## src/sdr_pkg.sv

```systemverilog
package sdr_pkg;
  localparam int WORD_BITS     = 24;
  localparam int CLK_HZ        = 25000000;
  localparam int XTAL_HZ       = 32768;
  // crystal periods per result: 69 x 8 x 3
  localparam int CONV_TICKS    = 69 * 8 * 3;
  localparam int LOCK_TICKS    = 64;
  localparam int SCLK_HALF_NS  = 160;
  localparam int SCLK_HALF_CYC =
    (SCLK_HALF_NS * (CLK_HZ / 1000000) + 999) / 1000;
  localparam int GAIN_SHIFT    = 4;
  localparam int XFER_W        = 16;

  localparam logic [3:0] ADR_AIN    = 4'h0;
  localparam logic [3:0] ADR_STATUS = 4'h4;
  localparam logic [3:0] ADR_RESULT = 4'h8;
  localparam logic [3:0] ADR_XFERS  = 4'hc;

  localparam int ST_SEL   = 0;
  localparam int ST_LOCK  = 1;
  localparam int ST_RDY   = 2;
  localparam int ST_MODE  = 3;
  localparam int ST_RANGE = 4;
  localparam int ST_ROUTE = 5;
  localparam int ST_BUSY  = 6;

  // synchroniser lanes
  localparam int PIN_CS    = 0;
  localparam int PIN_MODE  = 1;
  localparam int PIN_RANGE = 2;
  localparam int PIN_ROUTE = 3;
  localparam int PIN_SCLK  = 4;
  localparam int PIN_XTAL  = 5;
  localparam int PIN_NUM   = 6;
  localparam logic [PIN_NUM-1:0] PIN_RST = 6'h3f;

  typedef enum logic [2:0] {
    S_OFF, S_LOCK, S_CONV, S_UPD, S_READY, S_SHIFT, S_TAIL
  } sdr_state_t;
endpackage

```

## src/sdr_sync.sv

```systemverilog
`timescale 1ns/1ps
module sdr_sync
  import sdr_pkg::*;
#(
  parameter int                 WIDTH   = 1,
  parameter logic [WIDTH-1:0]   RST_VAL = '0
) (
  input  wire logic             clk_sys,
  input  wire logic             rst_n,
  input  wire logic [WIDTH-1:0] async_in,
  output logic      [WIDTH-1:0] sync_out
);
  typedef struct packed {
    logic [WIDTH-1:0] meta;
    logic [WIDTH-1:0] stable;
  } sdr_sync_t;

  sdr_sync_t q;
  sdr_sync_t d;

  if (WIDTH < 1) begin : g_bad
    $error("sync width must be positive");
  end

  always_comb begin
    d.meta   = async_in;
    d.stable = q.meta;
  end

  always_ff @(posedge clk_sys) begin
    if (!rst_n) begin
      q <= {RST_VAL, RST_VAL};
    end else begin
      q <= d;
    end
  end

  assign sync_out = q.stable;
endmodule

```

## src/sdr_conv.sv

```systemverilog
`timescale 1ns/1ps
module sdr_conv
  import sdr_pkg::*;
#(
  parameter int W     = WORD_BITS,
  parameter int TICKS = CONV_TICKS
) (
  input  wire logic         clk_sys,
  input  wire logic         rst_n,
  input  wire logic         run,
  input  wire logic         xtal_tick,
  input  wire logic [W-1:0] ain,
  input  wire logic         gain16,
  output logic              done,
  output logic      [W-1:0] code
);
  localparam int CW = $clog2(TICKS);
  localparam int EW = W + GAIN_SHIFT + 1;
  localparam logic [W-1:0] MID = {1'b1, {(W-1){1'b0}}};

  typedef struct packed {
    logic [CW-1:0] cnt;
    logic          done;
    logic [W-1:0]  code;
  } sdr_conv_t;

  sdr_conv_t q;
  sdr_conv_t d;

  if (W < 8 || W > 32 || TICKS < 2) begin : g_bad
    $error("converter parameters out of range");
  end

  // offset binary, gain applied, saturated at both ends
  function automatic logic [W-1:0] to_code(input logic [W-1:0] a,
                                           input logic g16);
    logic signed [EW-1:0] v;
    v = signed'({{(EW-W){a[W-1]}}, a});
    if (g16) begin
      v = v <<< GAIN_SHIFT;
    end
    v = v + signed'({{(EW-W){1'b0}}, MID});
    if (v < 0) begin
      to_code = '0;
    end else if (v[EW-2:W] != '0) begin
      to_code = '1;
    end else begin
      to_code = v[W-1:0];
    end
  endfunction

  always_comb begin
    d = q;
    d.done = 1'b0;
    if (!run) begin
      d.cnt = '0;
    end else if (xtal_tick) begin
      if (q.cnt == CW'(TICKS - 1)) begin
        d.cnt  = '0;
        d.done = 1'b1;
        d.code = to_code(ain, gain16);
      end else begin
        d.cnt = q.cnt + 1'b1;
      end
    end
  end

  always_ff @(posedge clk_sys) begin
    if (!rst_n) begin
      q <= '0;
    end else begin
      q <= d;
    end
  end

  assign done = q.done;
  assign code = q.code;
endmodule

```

## src/sdr_top.sv

```systemverilog
`timescale 1ns/1ps
module sdr_top
  import sdr_pkg::*;
#(
  parameter int WORD_P      = WORD_BITS,
  parameter int CONV_P      = CONV_TICKS,
  parameter int LOCK_P      = LOCK_TICKS,
  parameter int SCLK_HALF_P = SCLK_HALF_CYC
) (
  input  wire logic        clk_sys,
  input  wire logic        rst_n,
  input  wire logic        wb_cyc,
  input  wire logic        wb_stb,
  input  wire logic        wb_we,
  input  wire logic [3:0]  wb_adr,
  input  wire logic [3:0]  wb_sel,
  input  wire logic [31:0] wb_dat_w,
  output logic      [31:0] wb_dat_r,
  output logic             wb_ack,
  input  wire logic        cs_n,
  input  wire logic        mode_sel,
  input  wire logic        range_sel,
  input  wire logic        excitation_route_select,
  input  wire logic        sclk_in,
  output logic             sclk_out,
  output logic             sclk_oe_n,
  output logic             dout_rdy,
  output logic             dout_oe_n,
  input  wire logic        crystal_in,
  output logic             crystal_out,
  output logic             excitation_out_a,
  output logic             excitation_out_b
);
  localparam int LW = $clog2(LOCK_P + 1);
  localparam int BW = $clog2(WORD_P + 1);
  localparam int DW = $clog2(SCLK_HALF_P + 1);
  localparam logic [DW-1:0] DIV_MAX = DW'(SCLK_HALF_P - 1);
  localparam logic [BW-1:0] LAST_BIT = BW'(WORD_P - 1);
  localparam int TAIL_MAX = SCLK_HALF_P + 1;

  if (WORD_P < 8 || WORD_P > 32 || LOCK_P < 1 || SCLK_HALF_P < 1)
  begin : g_bad
    $error("top parameters out of range");
  end

  typedef struct packed {
    sdr_state_t          state;
    logic [LW-1:0]       lock_cnt;
    logic [BW-1:0]       bit_cnt;
    logic [DW-1:0]       div_cnt;
    logic                sclk;
    logic                dout;
    logic                sclk_oe_n;
    logic                dout_oe_n;
    logic [WORD_P-1:0]   shreg;
    logic [WORD_P-1:0]   result;
    logic [WORD_P-1:0]   ain;
    logic [XFER_W-1:0]   xfers;
    logic                exc_a;
    logic                exc_b;
    logic                xtal_out;
    logic                xtal_prev;
    logic                sclk_prev;
    logic                ack;
    logic [31:0]         rdata;
  } sdr_top_t;

  sdr_top_t q;
  sdr_top_t d;

  logic [PIN_NUM-1:0] pins_s;
  logic               cs_s;
  logic               mode_s;
  logic               xtal_tick;
  logic               conv_run;
  logic               conv_done;
  logic [WORD_P-1:0]  conv_code;
  logic               m_tog;
  logic               fall_ev;
  logic               rise_ev;

  ////////////////////////////////////////////////////////////////////////
  sdr_sync #(
    .WIDTH   (PIN_NUM),
    .RST_VAL (PIN_RST)
  ) u_sync (
    .clk_sys  (clk_sys),
    .rst_n    (rst_n),
    .async_in ({crystal_in, sclk_in, excitation_route_select,
                range_sel, mode_sel, cs_n}),
    .sync_out (pins_s)
  );

  assign cs_s      = pins_s[PIN_CS];
  assign mode_s    = pins_s[PIN_MODE];
  assign xtal_tick = pins_s[PIN_XTAL] & ~q.xtal_prev;
  assign conv_run  = q.state != S_OFF && q.state != S_LOCK;

  sdr_conv #(
    .W     (WORD_P),
    .TICKS (CONV_P)
  ) u_conv (
    .clk_sys   (clk_sys),
    .rst_n     (rst_n),
    .run       (conv_run),
    .xtal_tick (xtal_tick),
    .ain       (q.ain),
    .gain16    (~pins_s[PIN_RANGE]),
    .done      (conv_done),
    .code      (conv_code)
  );

  ////////////////////////////////////////////////////////////////////////
  // sclk edges: own divider when master, synced pin when slave
  assign m_tog = !mode_s && (q.state == S_READY || q.state == S_SHIFT)
                 && q.div_cnt == DIV_MAX;
  always_comb begin
    if (!mode_s) begin
      fall_ev = m_tog && q.sclk;
      rise_ev = m_tog && !q.sclk;
    end else begin
      // slave line parks high, so a fall starts each group
      fall_ev = q.sclk_prev && !pins_s[PIN_SCLK];
      rise_ev = !q.sclk_prev && pins_s[PIN_SCLK];
    end
  end

  function automatic logic [31:0] reg_read(input sdr_top_t s,
                                           input logic [3:0] a,
                                           input logic [PIN_NUM-1:0] p);
    logic [31:0] w;
    w = '0;
    case (a)
      ADR_AIN:    w[WORD_P-1:0] = s.ain;
      ADR_RESULT: w[WORD_P-1:0] = s.result;
      ADR_XFERS:  w[XFER_W-1:0] = s.xfers;
      ADR_STATUS: begin
        w[ST_SEL]   = s.state != S_OFF;
        w[ST_LOCK]  = s.state != S_OFF && s.state != S_LOCK;
        w[ST_RDY]   = s.state == S_READY;
        w[ST_MODE]  = p[PIN_MODE];
        w[ST_RANGE] = p[PIN_RANGE];
        w[ST_ROUTE] = p[PIN_ROUTE];
        w[ST_BUSY]  = s.state == S_SHIFT || s.state == S_TAIL;
      end
      default:    w = '0;
    endcase
    return w;
  endfunction

  ////////////////////////////////////////////////////////////////////////
  always_comb begin
    d = q;
    d.ack       = 1'b0;
    d.xtal_prev = pins_s[PIN_XTAL];
    d.sclk_prev = pins_s[PIN_SCLK];
    d.xtal_out  = ~pins_s[PIN_XTAL];
    d.exc_a     = ~pins_s[PIN_ROUTE];
    d.exc_b     = pins_s[PIN_ROUTE];

    // bus slave: one wait state, unmapped reads zero, writes dropped except to ADR_AIN
    if (wb_cyc && wb_stb && !q.ack) begin
      d.ack   = 1'b1;
      d.rdata = reg_read(q, wb_adr, pins_s);
      if (wb_we && wb_adr == ADR_AIN) begin
        for (int i = 0; i < 4; i++) begin
          if (wb_sel[i] && i * 8 < WORD_P) begin
            d.ain[i*8 +: 8] = wb_dat_w[i*8 +: 8];
          end
        end
      end
    end

    if (q.state != S_OFF) begin
      d.sclk_oe_n = mode_s;
    end
    if ((q.state == S_READY || q.state == S_SHIFT || q.state == S_TAIL)
        && !mode_s) begin
      d.div_cnt = (q.div_cnt == DIV_MAX) ? '0 : q.div_cnt + 1'b1;
      if (m_tog) begin
        d.sclk = ~q.sclk;
      end
    end else if (q.state == S_TAIL) begin
      d.div_cnt = (q.div_cnt == DIV_MAX) ? '0 : q.div_cnt + 1'b1;
    end

    case (q.state)
      S_OFF: begin
        d.sclk      = 1'b1;
        d.dout      = 1'b1;
        d.sclk_oe_n = 1'b1;
        d.dout_oe_n = 1'b1;
        if (!cs_s) begin
          d.state     = S_LOCK;
          d.lock_cnt  = '0;
          d.dout_oe_n = 1'b0;
          d.sclk_oe_n = mode_s;
        end
      end
      S_LOCK: begin
        if (xtal_tick) begin
          d.lock_cnt = q.lock_cnt + 1'b1;
          if (q.lock_cnt == LW'(LOCK_P - 1)) begin
            d.state = S_CONV;
          end
        end
      end
      S_CONV: begin
        d.dout = 1'b1;
        d.sclk = 1'b1;
        if (conv_done) begin
          d.state = S_UPD;
        end
      end
      S_UPD: begin
        d.shreg   = conv_code;
        d.result  = conv_code;
        d.bit_cnt = '0;
        d.div_cnt = '0;
        d.sclk    = 1'b1;
        d.dout    = 1'b0;
        d.state   = S_READY;
      end
      S_READY: begin
        if (conv_done) begin
          d.dout  = 1'b1;
          d.sclk  = 1'b1;
          d.state = S_UPD;
        end else if (fall_ev) begin
          d.dout  = q.shreg[WORD_P-1];
          d.shreg = {q.shreg[WORD_P-2:0], 1'b0};
          d.state = S_SHIFT;
        end
      end
      S_SHIFT: begin
        // bit count survives idle gaps between groups
        if (fall_ev) begin
          d.dout  = q.shreg[WORD_P-1];
          d.shreg = {q.shreg[WORD_P-2:0], 1'b0};
        end else if (rise_ev) begin
          if (q.bit_cnt == LAST_BIT) begin
            d.state   = S_TAIL;
            d.div_cnt = '0;
            d.xfers   = q.xfers + 1'b1;
          end else begin
            d.bit_cnt = q.bit_cnt + 1'b1;
          end
        end
      end
      S_TAIL: begin
        // last bit held half a period past its sampling edge
        if (q.div_cnt == DIV_MAX) begin
          d.dout  = 1'b1;
          d.state = S_CONV;
        end
      end
      default: d.state = S_OFF;
    endcase

    if (cs_s) begin
      d.state     = S_OFF;
      d.sclk      = 1'b1;
      d.dout      = 1'b1;
      d.sclk_oe_n = 1'b1;
      d.dout_oe_n = 1'b1;
      d.shreg     = '0;
      d.result    = '0;
    end
  end

  always_ff @(posedge clk_sys) begin
    if (!rst_n) begin
      q           <= '0;
      q.state     <= S_OFF;
      q.sclk      <= 1'b1;
      q.dout      <= 1'b1;
      q.sclk_oe_n <= 1'b1;
      q.dout_oe_n <= 1'b1;
      q.xtal_prev <= 1'b1;
      q.sclk_prev <= 1'b1;
    end else begin
      q <= d;
    end
  end

  assign wb_dat_r         = q.rdata;
  assign wb_ack           = q.ack;
  assign sclk_out         = q.sclk;
  assign sclk_oe_n        = q.sclk_oe_n;
  assign dout_rdy         = q.dout;
  assign dout_oe_n        = q.dout_oe_n;
  assign crystal_out      = q.xtal_out;
  assign excitation_out_a = q.exc_a;
  assign excitation_out_b = q.exc_b;

  ////////////////////////////////////////////////////////////////////////
  // rising sclk edges seen in one transfer
  logic [BW:0] rise_cnt;
  always_ff @(posedge clk_sys) begin
    if (!rst_n || q.state == S_CONV || q.state == S_UPD) begin
      rise_cnt <= '0;
    end else if (rise_ev && q.state == S_SHIFT) begin
      rise_cnt <= rise_cnt + 1'b1;
    end
  end
endmodule

```

## config.mk

```make
export PLATFORM = sky130hd
export DESIGN_NAME = sdr_top
export DESIGN_NICKNAME = d
export VERILOG_FILES = /design/src/sdr_pkg.sv /design/src/sdr_sync.sv /design/src/sdr_conv.sv /design/src/sdr_top.sv
export SDC_FILE = /design/constraint.sdc
export NUM_CORES = 1
export LEC_CHECK = 0
export BUFFER_PORTS_ARGS = -buffer_cell sky130_fd_sc_hd__buf_2
export CAP_MARGIN = 20
export CORE_AREA = 2 2 131 133
export DETAILED_ROUTE_END_ITERATION = 12
export DIE_AREA = 0 0 133 135
export HOLD_SLACK_MARGIN = 0.08
export PLACE_DENSITY = 0.71
export SLEW_MARGIN = 20
export SYNTH_ARGS = -nofsm -noshare
export SYNTH_HDL_FRONTEND = slang
export SYNTH_SLANG_ARGS = --single-unit
```

## constraint.sdc

```tcl
create_clock -name clk_sys -period 4.1 [get_ports clk_sys]
set_input_delay 0.82 -clock clk_sys [delete_from_list [all_inputs] [get_ports clk_sys]]
set_output_delay 0.82 -clock clk_sys [all_outputs]
set_load 0.01 [all_outputs]
```

Word-level counts from Yosys, hierarchy flattened
Index checks and enable logic that the tools add are counted.
- flip-flop bits (word level): 188
- $add $sub $neg: 6
- order comparisons: 1
- equal/unequal tests: 25
- mux-type cells: 47
- bitwise logic cells: 7
- reduce and logical (&&, ||, !) cells: 43
- operator list (operator ; count):
    $mux 24 ; 4
    $mux 29 ; 3
    $pmux 24 s3 ; 1
    $mux 3 ; 12
    $mux 33 ; 1
    $pmux 8 s2 ; 2
    $add 29x25->29 const B ; 1
    $lt 29x1->1 const B ; 1
    $pmux 7 s4 ; 1
    $mux 27 ; 1
    $pmux 9 s3 ; 1
    $mux 25 ; 1
    $pmux 3 s7 ; 1
    $mux 10 ; 2
    $reduce_and 3->1 ; 6
    $add 16x1->16 const B ; 1
    $mux 8 ; 2
    $ne 2x2->1 const B ; 8
    $pmux 7 s2 ; 1
    $add 11x1->11 const B ; 1
    $eq 11x11->1 const B ; 1
    $logic_and 1x1->1 ; 11
    $mux 11 ; 1
    $eq 3x2->1 const B ; 3
    32 further kinds ; 62

Depth between registers and ports, before layout
Gate-level depths: netlist of run 1.
- word-level depth: 9
- mapped depth: 13

Cells and area by module
Synthesis of run 1 repeated with hierarchy kept, for this count alone.
- cell total of the unflattened synthesis: 978
- area total of the unflattened synthesis: 8659.6 um^2
- modules (own cells, without submodules) (module ; times used ; cells an instance ; area an instance (um^2) ; sequential area each (um^2)):
    sdr_top ; 1 ; 749 ; 6354.8 ; 2802.7
    sdr_conv ; 1 ; 204 ; 1965.6 ; 720.7
    sdr_sync ; 1 ; 25 ; 339.1 ; 240.2

Worst setup path after synthesis of run 1
Ideal clock, no wire load.
- path type: flip-flop to flip-flop
- start point: reg q[146] (netlist name)
- end point: reg q[52] (netlist name)
- arrival time: 2648 ps
- data required time: 3972 ps
- path slack: 1324 ps
- cell stages (with the launch flop): 13
- buffers on the path: 4
- period minus slack after synthesis: 2776 ps
- cells stage by stage: dfxtp_1 -> buf_2 -> nand2b_1 -> clkbuf_1 -> clkbuf_1 -> nor3_1 -> ha_1 -> or3b_4 -> a211o_1 -> buf_4 -> nor4_4 -> xnor2_1 -> nor2_1
- word-level cells in the longest chain between the ends: 8
- RTL lines (what ; RTL line ; source):
    start, declared ; sdr_top.sv:68 ; sdr_top_t q;
    $eq 3x3->1, on equally long branches ; sdr_top.sv:115, sdr_top.sv:187 ;
    $logic_or 1x1->1 ; sdr_top.sv:115 ; assign m_tog = !mode_s && (q.state == S_READY || q.state == S_SHIFT)
    $logic_and 1x1->1 ; sdr_top.sv:115 ;
    $logic_and 1x1->1 ; sdr_top.sv:116 ; && q.div_cnt == DIV_MAX;
    $logic_and 1x1->1 ; sdr_top.sv:119 ; fall_ev = m_tog && q.sclk;
    $mux 1 ; sdr_top.sv:118 ; if (!mode_s) begin
    $not 1->1 (no source line) ; -- ;
    $reduce_and 4->1 (no source line) * ; -- ;
Mark *: on every way between the ends. The rest lies on a longest branch, timed or not.
A chain may end at the register's enable or synchronous reset.

Worst setup path in the final report of run 1
- start point: reg q[147] (netlist name)
- end point: reg q[114] (netlist name)
- word-level cells in the longest chain between the ends: 9
- RTL lines (what ; RTL line ; source):
    $eq 3x3->1 ; sdr_top.sv:115, sdr_top.sv:187 ;
    $logic_or 1x1->1 ; sdr_top.sv:115 ;
    $logic_and 1x1->1 ; sdr_top.sv:115 ;
    $logic_and 1x1->1 ; sdr_top.sv:116 ;
    $logic_and 1x1->1 ; sdr_top.sv:119 ;
    $mux 1 ; sdr_top.sv:118 ;
    $mux 24 (2 in a row) ; -- ;
    $pmux 24 s3 ; sdr_top.sv:187 ; case (q.state)
Several ways; a longest one is shown, not always the timed one. The select of a mux whose other input is x is not followed.

==> impl_metrics.toml, run 1 <==
[critical_path]
critPathKind = "reg -> reg"
critPathMaxStageDelay_ns = 0.71
end_kind = "flip-flop"
slowest_stage = "a21oi_4"
crit_chain = "nand2b_1 > nor3_1 > ha_1 > nor2b_1 > a21oi_1 > a21oi_4 > buf_4 > nor2_1 > a311oi_1"
crit_arrival_ns = 3.34
cp_max_fo = 33
cp.required_ns = 4.44
cp_top_family = "compound AO/OA/AOI/OAI gates"
cp_num_buf_inv = 1
critPathLaunchType = "flip-flop"

[synth]
synth_edf_count = 0
synth_cell_types = 57
avgSynthCellArea_sq_um = 8.74
synth-seq-cells = 188
syn_inst = 964
syn-cell-area_sq_um = 8420
ys_warn_count = 0
ys_seq_area_frac = 0.447
ys_async_sr_fraction = 0
ys.flop_type = "dfxtp_1"

[floorplanning]
dieWidth_um = 133
row_count = 47
dieArea_sq_um = 18000
coreArea_sq_um = 16400
ios = 91
start_util = 0.513
fp.dieH_um = 135

[timing]
period_share = 0.731
maxSlewViolCount = 0
hold_violations = 0
tns_ns = 0
fin_ws_ns = 1.10
max_freq_mhz = 333
tightest_slew_ns = 0.824
slew_headroom = 0.449
period_minus_slack_ns = 3.00
setup_viol = 0
skew_ns = 0.0122
rsz0062_at_grt = "false"

[global_route]
grt_pass1_vias = 6336
grt_antenna_before_repair = 0
grtUsageTotal = 0.227
grt_overflow = 0
grt_pass1_wl_um = 32600
grt_start_max_net_pins = 47

[pwr]
power.total_mw = 3.67
p_leak_nw = 3.53
power_density_nw_per_um2 = 392
vdd_drop_max_mv = 0.319

[final_layout]
syn_to_final_growth_pct = 11.2
drive_above_1_share = 0.179
antennaDiodeCount = 0
final_nets = 1042

[status]
status = "finished, final reports clean"

[min_path]
hold_class = "reg -> reg"

[cts]
cts_tree = "done"
ctsHoldBuffers = 0
cts_buffers = 17
cts-resized-gates = 0
clk_latency_ns = 0.43
clockBufferDepth = 2
postCtsSetupRepairBufs = 0
clock_sinks = 188
clockRootBuffer = "clkbuf_16"
htreeDepth = 4
clkTransAtPathRegs_ns = 0.07

[drt]
vias_per_cell = 5.65
drt_pass1_iterations = 5
wire_per_inst_um = 16.6
drc_errors = 0
wl_um = 20100
ant_nets = 0
drtIter0Drc = 554
vias = 6873

[place]
port_buffers = 73
dpl_worst_slack_ns = 1.04
detailed_place_hpwl_um = 13400
gp_congestion = 0.798

[run]
max_cap_violations = 0
[final timing paths]
kind / startpoint / end / slack (ns) / cells after the start
min reg2reg: u_sync.d[5] / u_sync.sync_out[5] / 0.41 / 1
max: q[147] / q[114] / 1.10 / 9
max reg2reg: q[147] / q[114] / 1.10 / 9
min: u_sync.d[5] / u_sync.sync_out[5] / 0.41 / 1
[registers in the layout, indices dropped and copies added (netlist names), 6 cells and up]
name             cells
u_sync.d             6
u_conv.q            11
u_sync.sync_out      6
wb_dat_r            24
q                  108
u_conv.code         24
[final cells by class]
class	instances	area, sq um
fillers	1484	7040
multi-input cells	674	4160
flip-flops and latches	188	3760
repair buffers	88	498
clock buffers	19	453
well taps	220	275
clock inverters	13	166
inverters	14	52.6
[worst reg2reg max path, stage by stage (launching register included)]
cell and delay [ns]:
dfxtp_1 0.64, nand2b_1 0.14, nor3_1 0.29, ha_1 0.22
nor2b_1 0.17, a21oi_1 0.11, a21oi_4 0.71, buf_4 0.34
nor2_1 0.06, a311oi_1 0.22
[through the flow]
step           instance area (sq um)  std cells  hold WS (ns)   util
6_report                        9370       1216         0.406  0.571
3_5_place_dp                    8750       1184         0.392  0.533
2_1_floorplan                   8450        971         0.386      -
4_1_cts                         9370       1216         0.409  0.571
5_1_grt                         9370       1216         0.425  0.571
3_3_place_gp                    8710       1183         0.390  0.531
[metal layers]
layer	GRT usage	vias up	routed length, um
met2	0.361	198	9210
li1	-	3344	-
met5	0	-	0
met3	0.0469	27	1040
met1	0.309	3304	9440
met4	0.0806	0	445
[power breakdown]
group,switching (mW),leakage (nW),total (mW),internal (mW)
clock,0.726,0.296,1.72,0.995
sequential,0.00570,1.52,1.84,1.83
combinational,0.0729,1.72,0.113,0.0401
[cell usage after synthesis, types with 21 or more instances]
cell,n,area share
dfxtp_1,188,0.45
a22oi_1,25,0.022
nand2_1,145,0.065
o21ai_0,35,0.021
nand2b_1,23,0.017
buf_4,33,0.029
a21oi_1,67,0.040
mux2_2,32,0.043
clkbuf_1,45,0.020
a311oi_1,23,0.024
nor2_1,112,0.050
mux2i_1,27,0.032
nand3_1,21,0.012
[cell families after synthesis]
family / Yosys count / share of synthesized area
compound gates: 186 / 0.143
fa+ha+maj: 8 / 0.0119
simple gates: 374 / 0.205
xor+xnor: 32 / 0.0333
mux: 66 / 0.0936
buf+inv: 109 / 0.0654
flops: 188 / 0.447
other cells: 1 / 0.000445
[placed cells by master, fill, tap and decap left out, drive strengths merged, types with 5 or more instances in the layout]
master   count
a21oi       67
a22oi       25
a2bb2oi      9
a311oi      23
and2         5
buf         88
clkbuf      19
clkinv       6
conb         8
dfxtp      188
ha           8
inv         15
mux2        32
mux2i       27
mux4         7
nand2      145
nand2b      23
nand3       21
nand3b       7
nand4       13
nor2       112
nor2b        5
nor3        16
nor4         5
o21ai       36
or2          5
xnor2       16
xor2        16
(Power assumes the default switching activity.)
==> inputs of run 2 (changes only) <==
==> constraint.sdc (replaced) <==
create_clock -name clk_sys -period 3.15 [get_ports clk_sys]
set_input_delay 0.63 -clock clk_sys [delete_from_list [all_inputs] [get_ports clk_sys]]
set_output_delay 0.63 -clock clk_sys [all_outputs]
set_load 0.01 [all_outputs]
==> run 2 against run 1 <==
  * Clock-buffer cell count up 1
  * Sequential power is 30% higher
  * Routed wire length grew 0.65%
  * Setup slack got worse by 0.68 ns
  * Global-route usage is 0.29 points higher
  * Utilization rose by 0.29 points
  * Combinational power up 34%
  * Via count is 0.63% lower
  * Critical path type unchanged
  * Cell count rose by 0.66%
  * Clock skew shrank 0.0048 ns
  * Register-to-register slack got worse by 0.68 ns
  * First-iteration DRC count fell by 22%
==> impl_metrics.toml, run 2 (same netlist as run 1, synthesis figures left out) <==
[cts]
cts-resized-gates = 0
clock_sinks = 188
clkTransAtPathRegs_ns = 0.07
postCtsSetupRepairBufs = 0
cts_buffers = 17
ctsHoldBuffers = 0
clk_latency_ns = 0.43
clockRootBuffer = "clkbuf_16"
clockBufferDepth = 2
cts_tree = "done"
htreeDepth = 4

[drt]
vias = 6830
ant_nets = 0
wire_per_inst_um = 16.5
drtIter0Drc = 433
drt_pass1_iterations = 5
drc_errors = 0
wl_um = 20300
vias_per_cell = 5.58

[global_route]
grtUsageTotal = 0.230
grt_use_met2 = 0.375
grt_start_max_net_pins = 48
top_usage_layer = "met2"
grt_antenna_before_repair = 0
met1_usage = 0.305
grt_overflow = 0
grt_pass1_vias = 6347
use_met3 = 0.0387
grt_pass1_wl_um = 32600

[timing]
tns_ns = 0
period_minus_slack_ns = 2.73
tightest_slew_ns = 0.834
setup_viol = 0
max_freq_mhz = 366
skew_ns = 0.00737
slew_headroom = 0.442
maxSlewViolCount = 0
period_share = 0.868
hold_ws_ns = 0.375
hold_violations = 0
rsz0062_at_grt = "false"

[critical_path]
crit_arrival_ns = 3.06
critPathLaunchType = "flip-flop"
cp.required_ns = 3.48
critPathKind = "reg -> reg"
critPathMaxStageDelay_ns = 0.51
cpMostUsedCell = "ha_1"
slowest_stage = "a211o_1"
cp_max_fo = 12
crit_chain = "ha_1 > nand2b_1 > nor3_1 > ha_1 > or3b_4 > a211o_1 > nor4_1 > xnor2_1 > nor2_1"
end_kind = "flip-flop"
reg2reg_depth = 9

[floorplanning]
coreArea_sq_um = 16400
dieArea_sq_um = 18000
row_count = 47
ios = 91
fp.dieH_um = 135
start_util = 0.513
dieWidth_um = 133

[place]
port_buffers = 73
detailed_place_hpwl_um = 13600
gp_congestion = 0.837

[final_layout]
antennaDiodeCount = 0
final_cell_mix = "dfxtp_1, nand2_1, nor2_1"
syn_to_final_growth_pct = 11.8
final_nets = 1050
largest_register_ffs = 108
final_common_cell = "dfxtp_1"
drive_above_1_share = 0.181
regMostFlops = "q"

[pwr]
power_density_nw_per_um2 = 507
vdd_drop_max_mv = 0.511
p_leak_nw = 3.56

[run]
max_cap_violations = 0

[min_path]
whs_path_depth = 2
hold_class = "in -> reg"

[status]
status = "finished, final reports clean"
## run 2: cell count changes in the layout (fill, tap and decap cells not counted)
| cell | before | now |
|---|---|---|
| nor4_2 | 2 | 1 |
| clkinv_4 | 4 | 1 |
| nor4_1 | 2 | 3 |
| buf_16 | 1 | 0 |
| buf_4 | 14 | 21 |
| inv_8 | 0 | 2 |
| buf_12 | 0 | 2 |
| clkbuf_8 | 2 | 1 |
| and2_2 | 1 | 0 |
| and2_1 | 4 | 5 |
| clkbuf_1 | 0 | 2 |
## run 2: critical path, delay by kind of cell (launching register included)
kind / cells / cell delay (ns)
AO/OA/AOI/OAI: 1 / 0.51
XOR/XNOR: 1 / 0.17
adder cells (fa/ha/maj): 2 / 0.37
flip-flops: 1 / 0.35
AND/OR/NAND/NOR: 5 / 1.23
## run 2: layout make-up
class                   count  area (sq um)
repair buffers             96           563
well taps                 220           275
flip-flops and latches    188          3760
clock inverters            12           163
clock buffers              20           447
inverters                  14          52.6
fillers                  1463          6990
multi-input cells         674          4150
## run 2: power by group
part | internal (mW) | leakage (nW) | switching (mW)
logic | 0.0576 | 1.76 | 0.0929
registers | 2.39 | 1.52 | 0.00713
clock network | 1.28 | 0.290 | 0.943
## run 2: through the flow
stage           util  setup WS [ns]  std cells  total power, mW  area, sq um
6_report       0.574          0.417       1224             4.77         9410
5_1_grt        0.574          0.169       1224             4.91         9410
4_1_cts        0.574          0.433       1224             4.80         9410
3_5_place_dp   0.537          0.454       1192             2.60         8800
3_3_place_gp   0.537          0.520       1192             2.60         8800
2_1_floorplan      -          0.374        971             2.54         8450
## run 2: worst paths after layout
kind / to / slack (ns) / startpoint
hold reg to reg: u_sync.sync_out[1] / 0.41 / u_sync.d[1]
hold / removal: u_sync.d[3] / 0.37 / excitation_route_select
setup reg to reg: q[50] / 0.42 / q[130]
setup / recovery: q[50] / 0.42 / q[130]
## run 2: routing by layer
metal  wire [um]  vias up
met1        9300     3244
met5           0        -
li1            -     3367
met3         971       36
met4         590        0
met2        9390      183
==> inputs of run 3 (changes only) <==
--- a/config.mk
+++ b/config.mk
@@ -7,11 +7,11 @@
 export LEC_CHECK = 0
 export BUFFER_PORTS_ARGS = -buffer_cell sky130_fd_sc_hd__buf_2
 export CAP_MARGIN = 20
-export CORE_AREA = 2 2 131 133
+export CORE_AREA = 2 2 123 125
 export DETAILED_ROUTE_END_ITERATION = 12
-export DIE_AREA = 0 0 133 135
+export DIE_AREA = 0 0 125 127
 export HOLD_SLACK_MARGIN = 0.08
-export PLACE_DENSITY = 0.71
+export PLACE_DENSITY = 0.79
 export SLEW_MARGIN = 20
 export SYNTH_ARGS = -nofsm -noshare
 export SYNTH_HDL_FRONTEND = slang
==> run 3 against run 2 <==
  * Cell count is 3.4% lower
  * Fmax is 0.71% lower
  * Clock-buffer cell count is 2 lower
  * Critical path depth stayed put
  * Critical path type unchanged
  * Global-route usage is 1.6 points higher
  * First-iteration DRC count is 33% higher
  * Highest routed layer unchanged
  * Power is 0.65% lower
==> impl_metrics.toml, run 3 (same netlist as run 1, synthesis figures left out) <==
[final_layout]
drive_above_1_share = 0.177
largest_register_ffs = 108
seqCellArea_sq_um = 3760
multi_input_area_sq_um = 4140
syn_to_final_growth_pct = 10.5
nFillCells = 1205
final_nets = 1045
final_cell_mix = "dfxtp_1, nand2_1, nor2_1"
antennaDiodeCount = 0
final_common_cell = "dfxtp_1"
finalInstanceArea_sq_um = 9300
regMostFlops = "q"

[drt]
drc_errors = 0
drt_pass1_iterations = 5
ant_nets = 0
wire_per_inst_um = 16.5
vias = 6911
vias_per_cell = 5.85
drtIter0Drc = 577
wl_um = 19500

[cts]
clk_latency_ns = 0.43
htreeDepth = 4
cts_buffers = 17
cts-resized-gates = 0
clkTransAtPathRegs_ns = 0.06
postCtsSetupRepairBufs = 0
clockRootBuffer = "clkbuf_16"
ctsHoldBuffers = 0
clock_sinks = 188
clockBufferDepth = 2
cts_tree = "done"

[floorplanning]
dieWidth_um = 125
coreArea_sq_um = 14400
dieArea_sq_um = 15900
fp.dieH_um = 127
ios = 91
start_util = 0.584
row_count = 44

[min_path]
hold_class = "in -> reg"

[place]
port_buffers = 73
dpl_cell_area_sq_um = 8700
gp_congestion = 0.840
dpl_worst_slack_ns = 0.444
detailed_place_hpwl_um = 12900

[timing]
setup_viol = 0
tightest_slew_ns = 0.842
hold_violations = 0
period_share = 0.874
maxSlewViolCount = 0
fin_ws_ns = 0.397
rsz0062_at_grt = "false"
period_minus_slack_ns = 2.75
max_freq_mhz = 363
slew_headroom = 0.439
skew_ns = 0.00802
hold_ws_ns = 0.376
tns_ns = 0

[pwr]
p_leak_nw = 3.54
power_density_nw_per_um2 = 509
power.total_mw = 4.74
vdd_drop_max_mv = 0.421

[critical_path]
critPathKind = "reg -> reg"
crit_chain = "ha_1 > nand2b_1 > nor3_1 > ha_1 > or3b_4 > a211o_1 > nor4_1 > xnor2_1 > nor2_1"
cpMostUsedCell = "ha_1"
end_kind = "flip-flop"
slowest_stage = "a211o_1"
cp.required_ns = 3.46
cp_max_fo = 12
cp_num_buf_inv = 0
critPathMaxStageDelay_ns = 0.50
crit_arrival_ns = 3.06
cp_top_family = "simple AND/OR/NAND/NOR gates"
critPathLaunchType = "flip-flop"

[global_route]
grt_overflow = 0
grt_pass1_vias = 6390
grtUsageTotal = 0.246
grt_antenna_before_repair = 0
grt_start_max_net_pins = 88
grt_pass1_wl_um = 31800

[run]
max_cap_violations = 0

[status]
status = "finished, final reports clean"
run 3: changes by cell type in the layout (fill, tap and decap cells not counted), moves of 2 or more:
| cell | previous run | this run |
|---|---|---|
| buf_4 | 21 | 17 |
| inv_8 | 2 | 0 |
| clkbuf_1 | 2 | 0 |
| inv_6 | 1 | 3 |
run 3: layout make-up:
type	count	share of cell area
Timing Repair Buffer	91	0.0551
Inverter	14	0.00565
Clock buffer	18	0.0472
Clock inverter	13	0.0176
Tap cell	184	0.0247
Multi-Input combinational cell	674	0.445
Sequential cell	188	0.405
run 3: worst paths after layout:
path	from	to	slack, ns	depth (start not counted)
hold reg to reg	u_sync.d[0]	u_sync.sync_out[0]	0.41	1
setup reg to reg	q[130]	q[50]	0.40	9
hold / removal	excitation_route_select	u_sync.d[3]	0.38	2
setup / recovery	q[130]	q[50]	0.40	9
run 3: where the power goes:
part | switching [mW] | internal (mW) | leakage (nW)
sequential | 0.00810 | 2.39 | 1.52
combinational | 0.0901 | 0.0532 | 1.73
clock | 0.929 | 1.27 | 0.293
total | 1.03 | 3.71 | 3.54
run 3: per-stage QoR:
stage | instances | util
2_1_floorplan | 971 | -
3_3_place_gp | 1151 | 0.603
3_5_place_dp | 1151 | 0.603
4_1_cts | 1182 | 0.645
5_1_grt | 1182 | 0.645
6_report | 1182 | 0.645
run 3: layer usage:
layer / track usage / routed length (um)
met1: 0.319 / 8550
met3: 0.0452 / 962
met4: 0.0928 / 477
met5: 0 / 0
met2: 0.414 / 9540
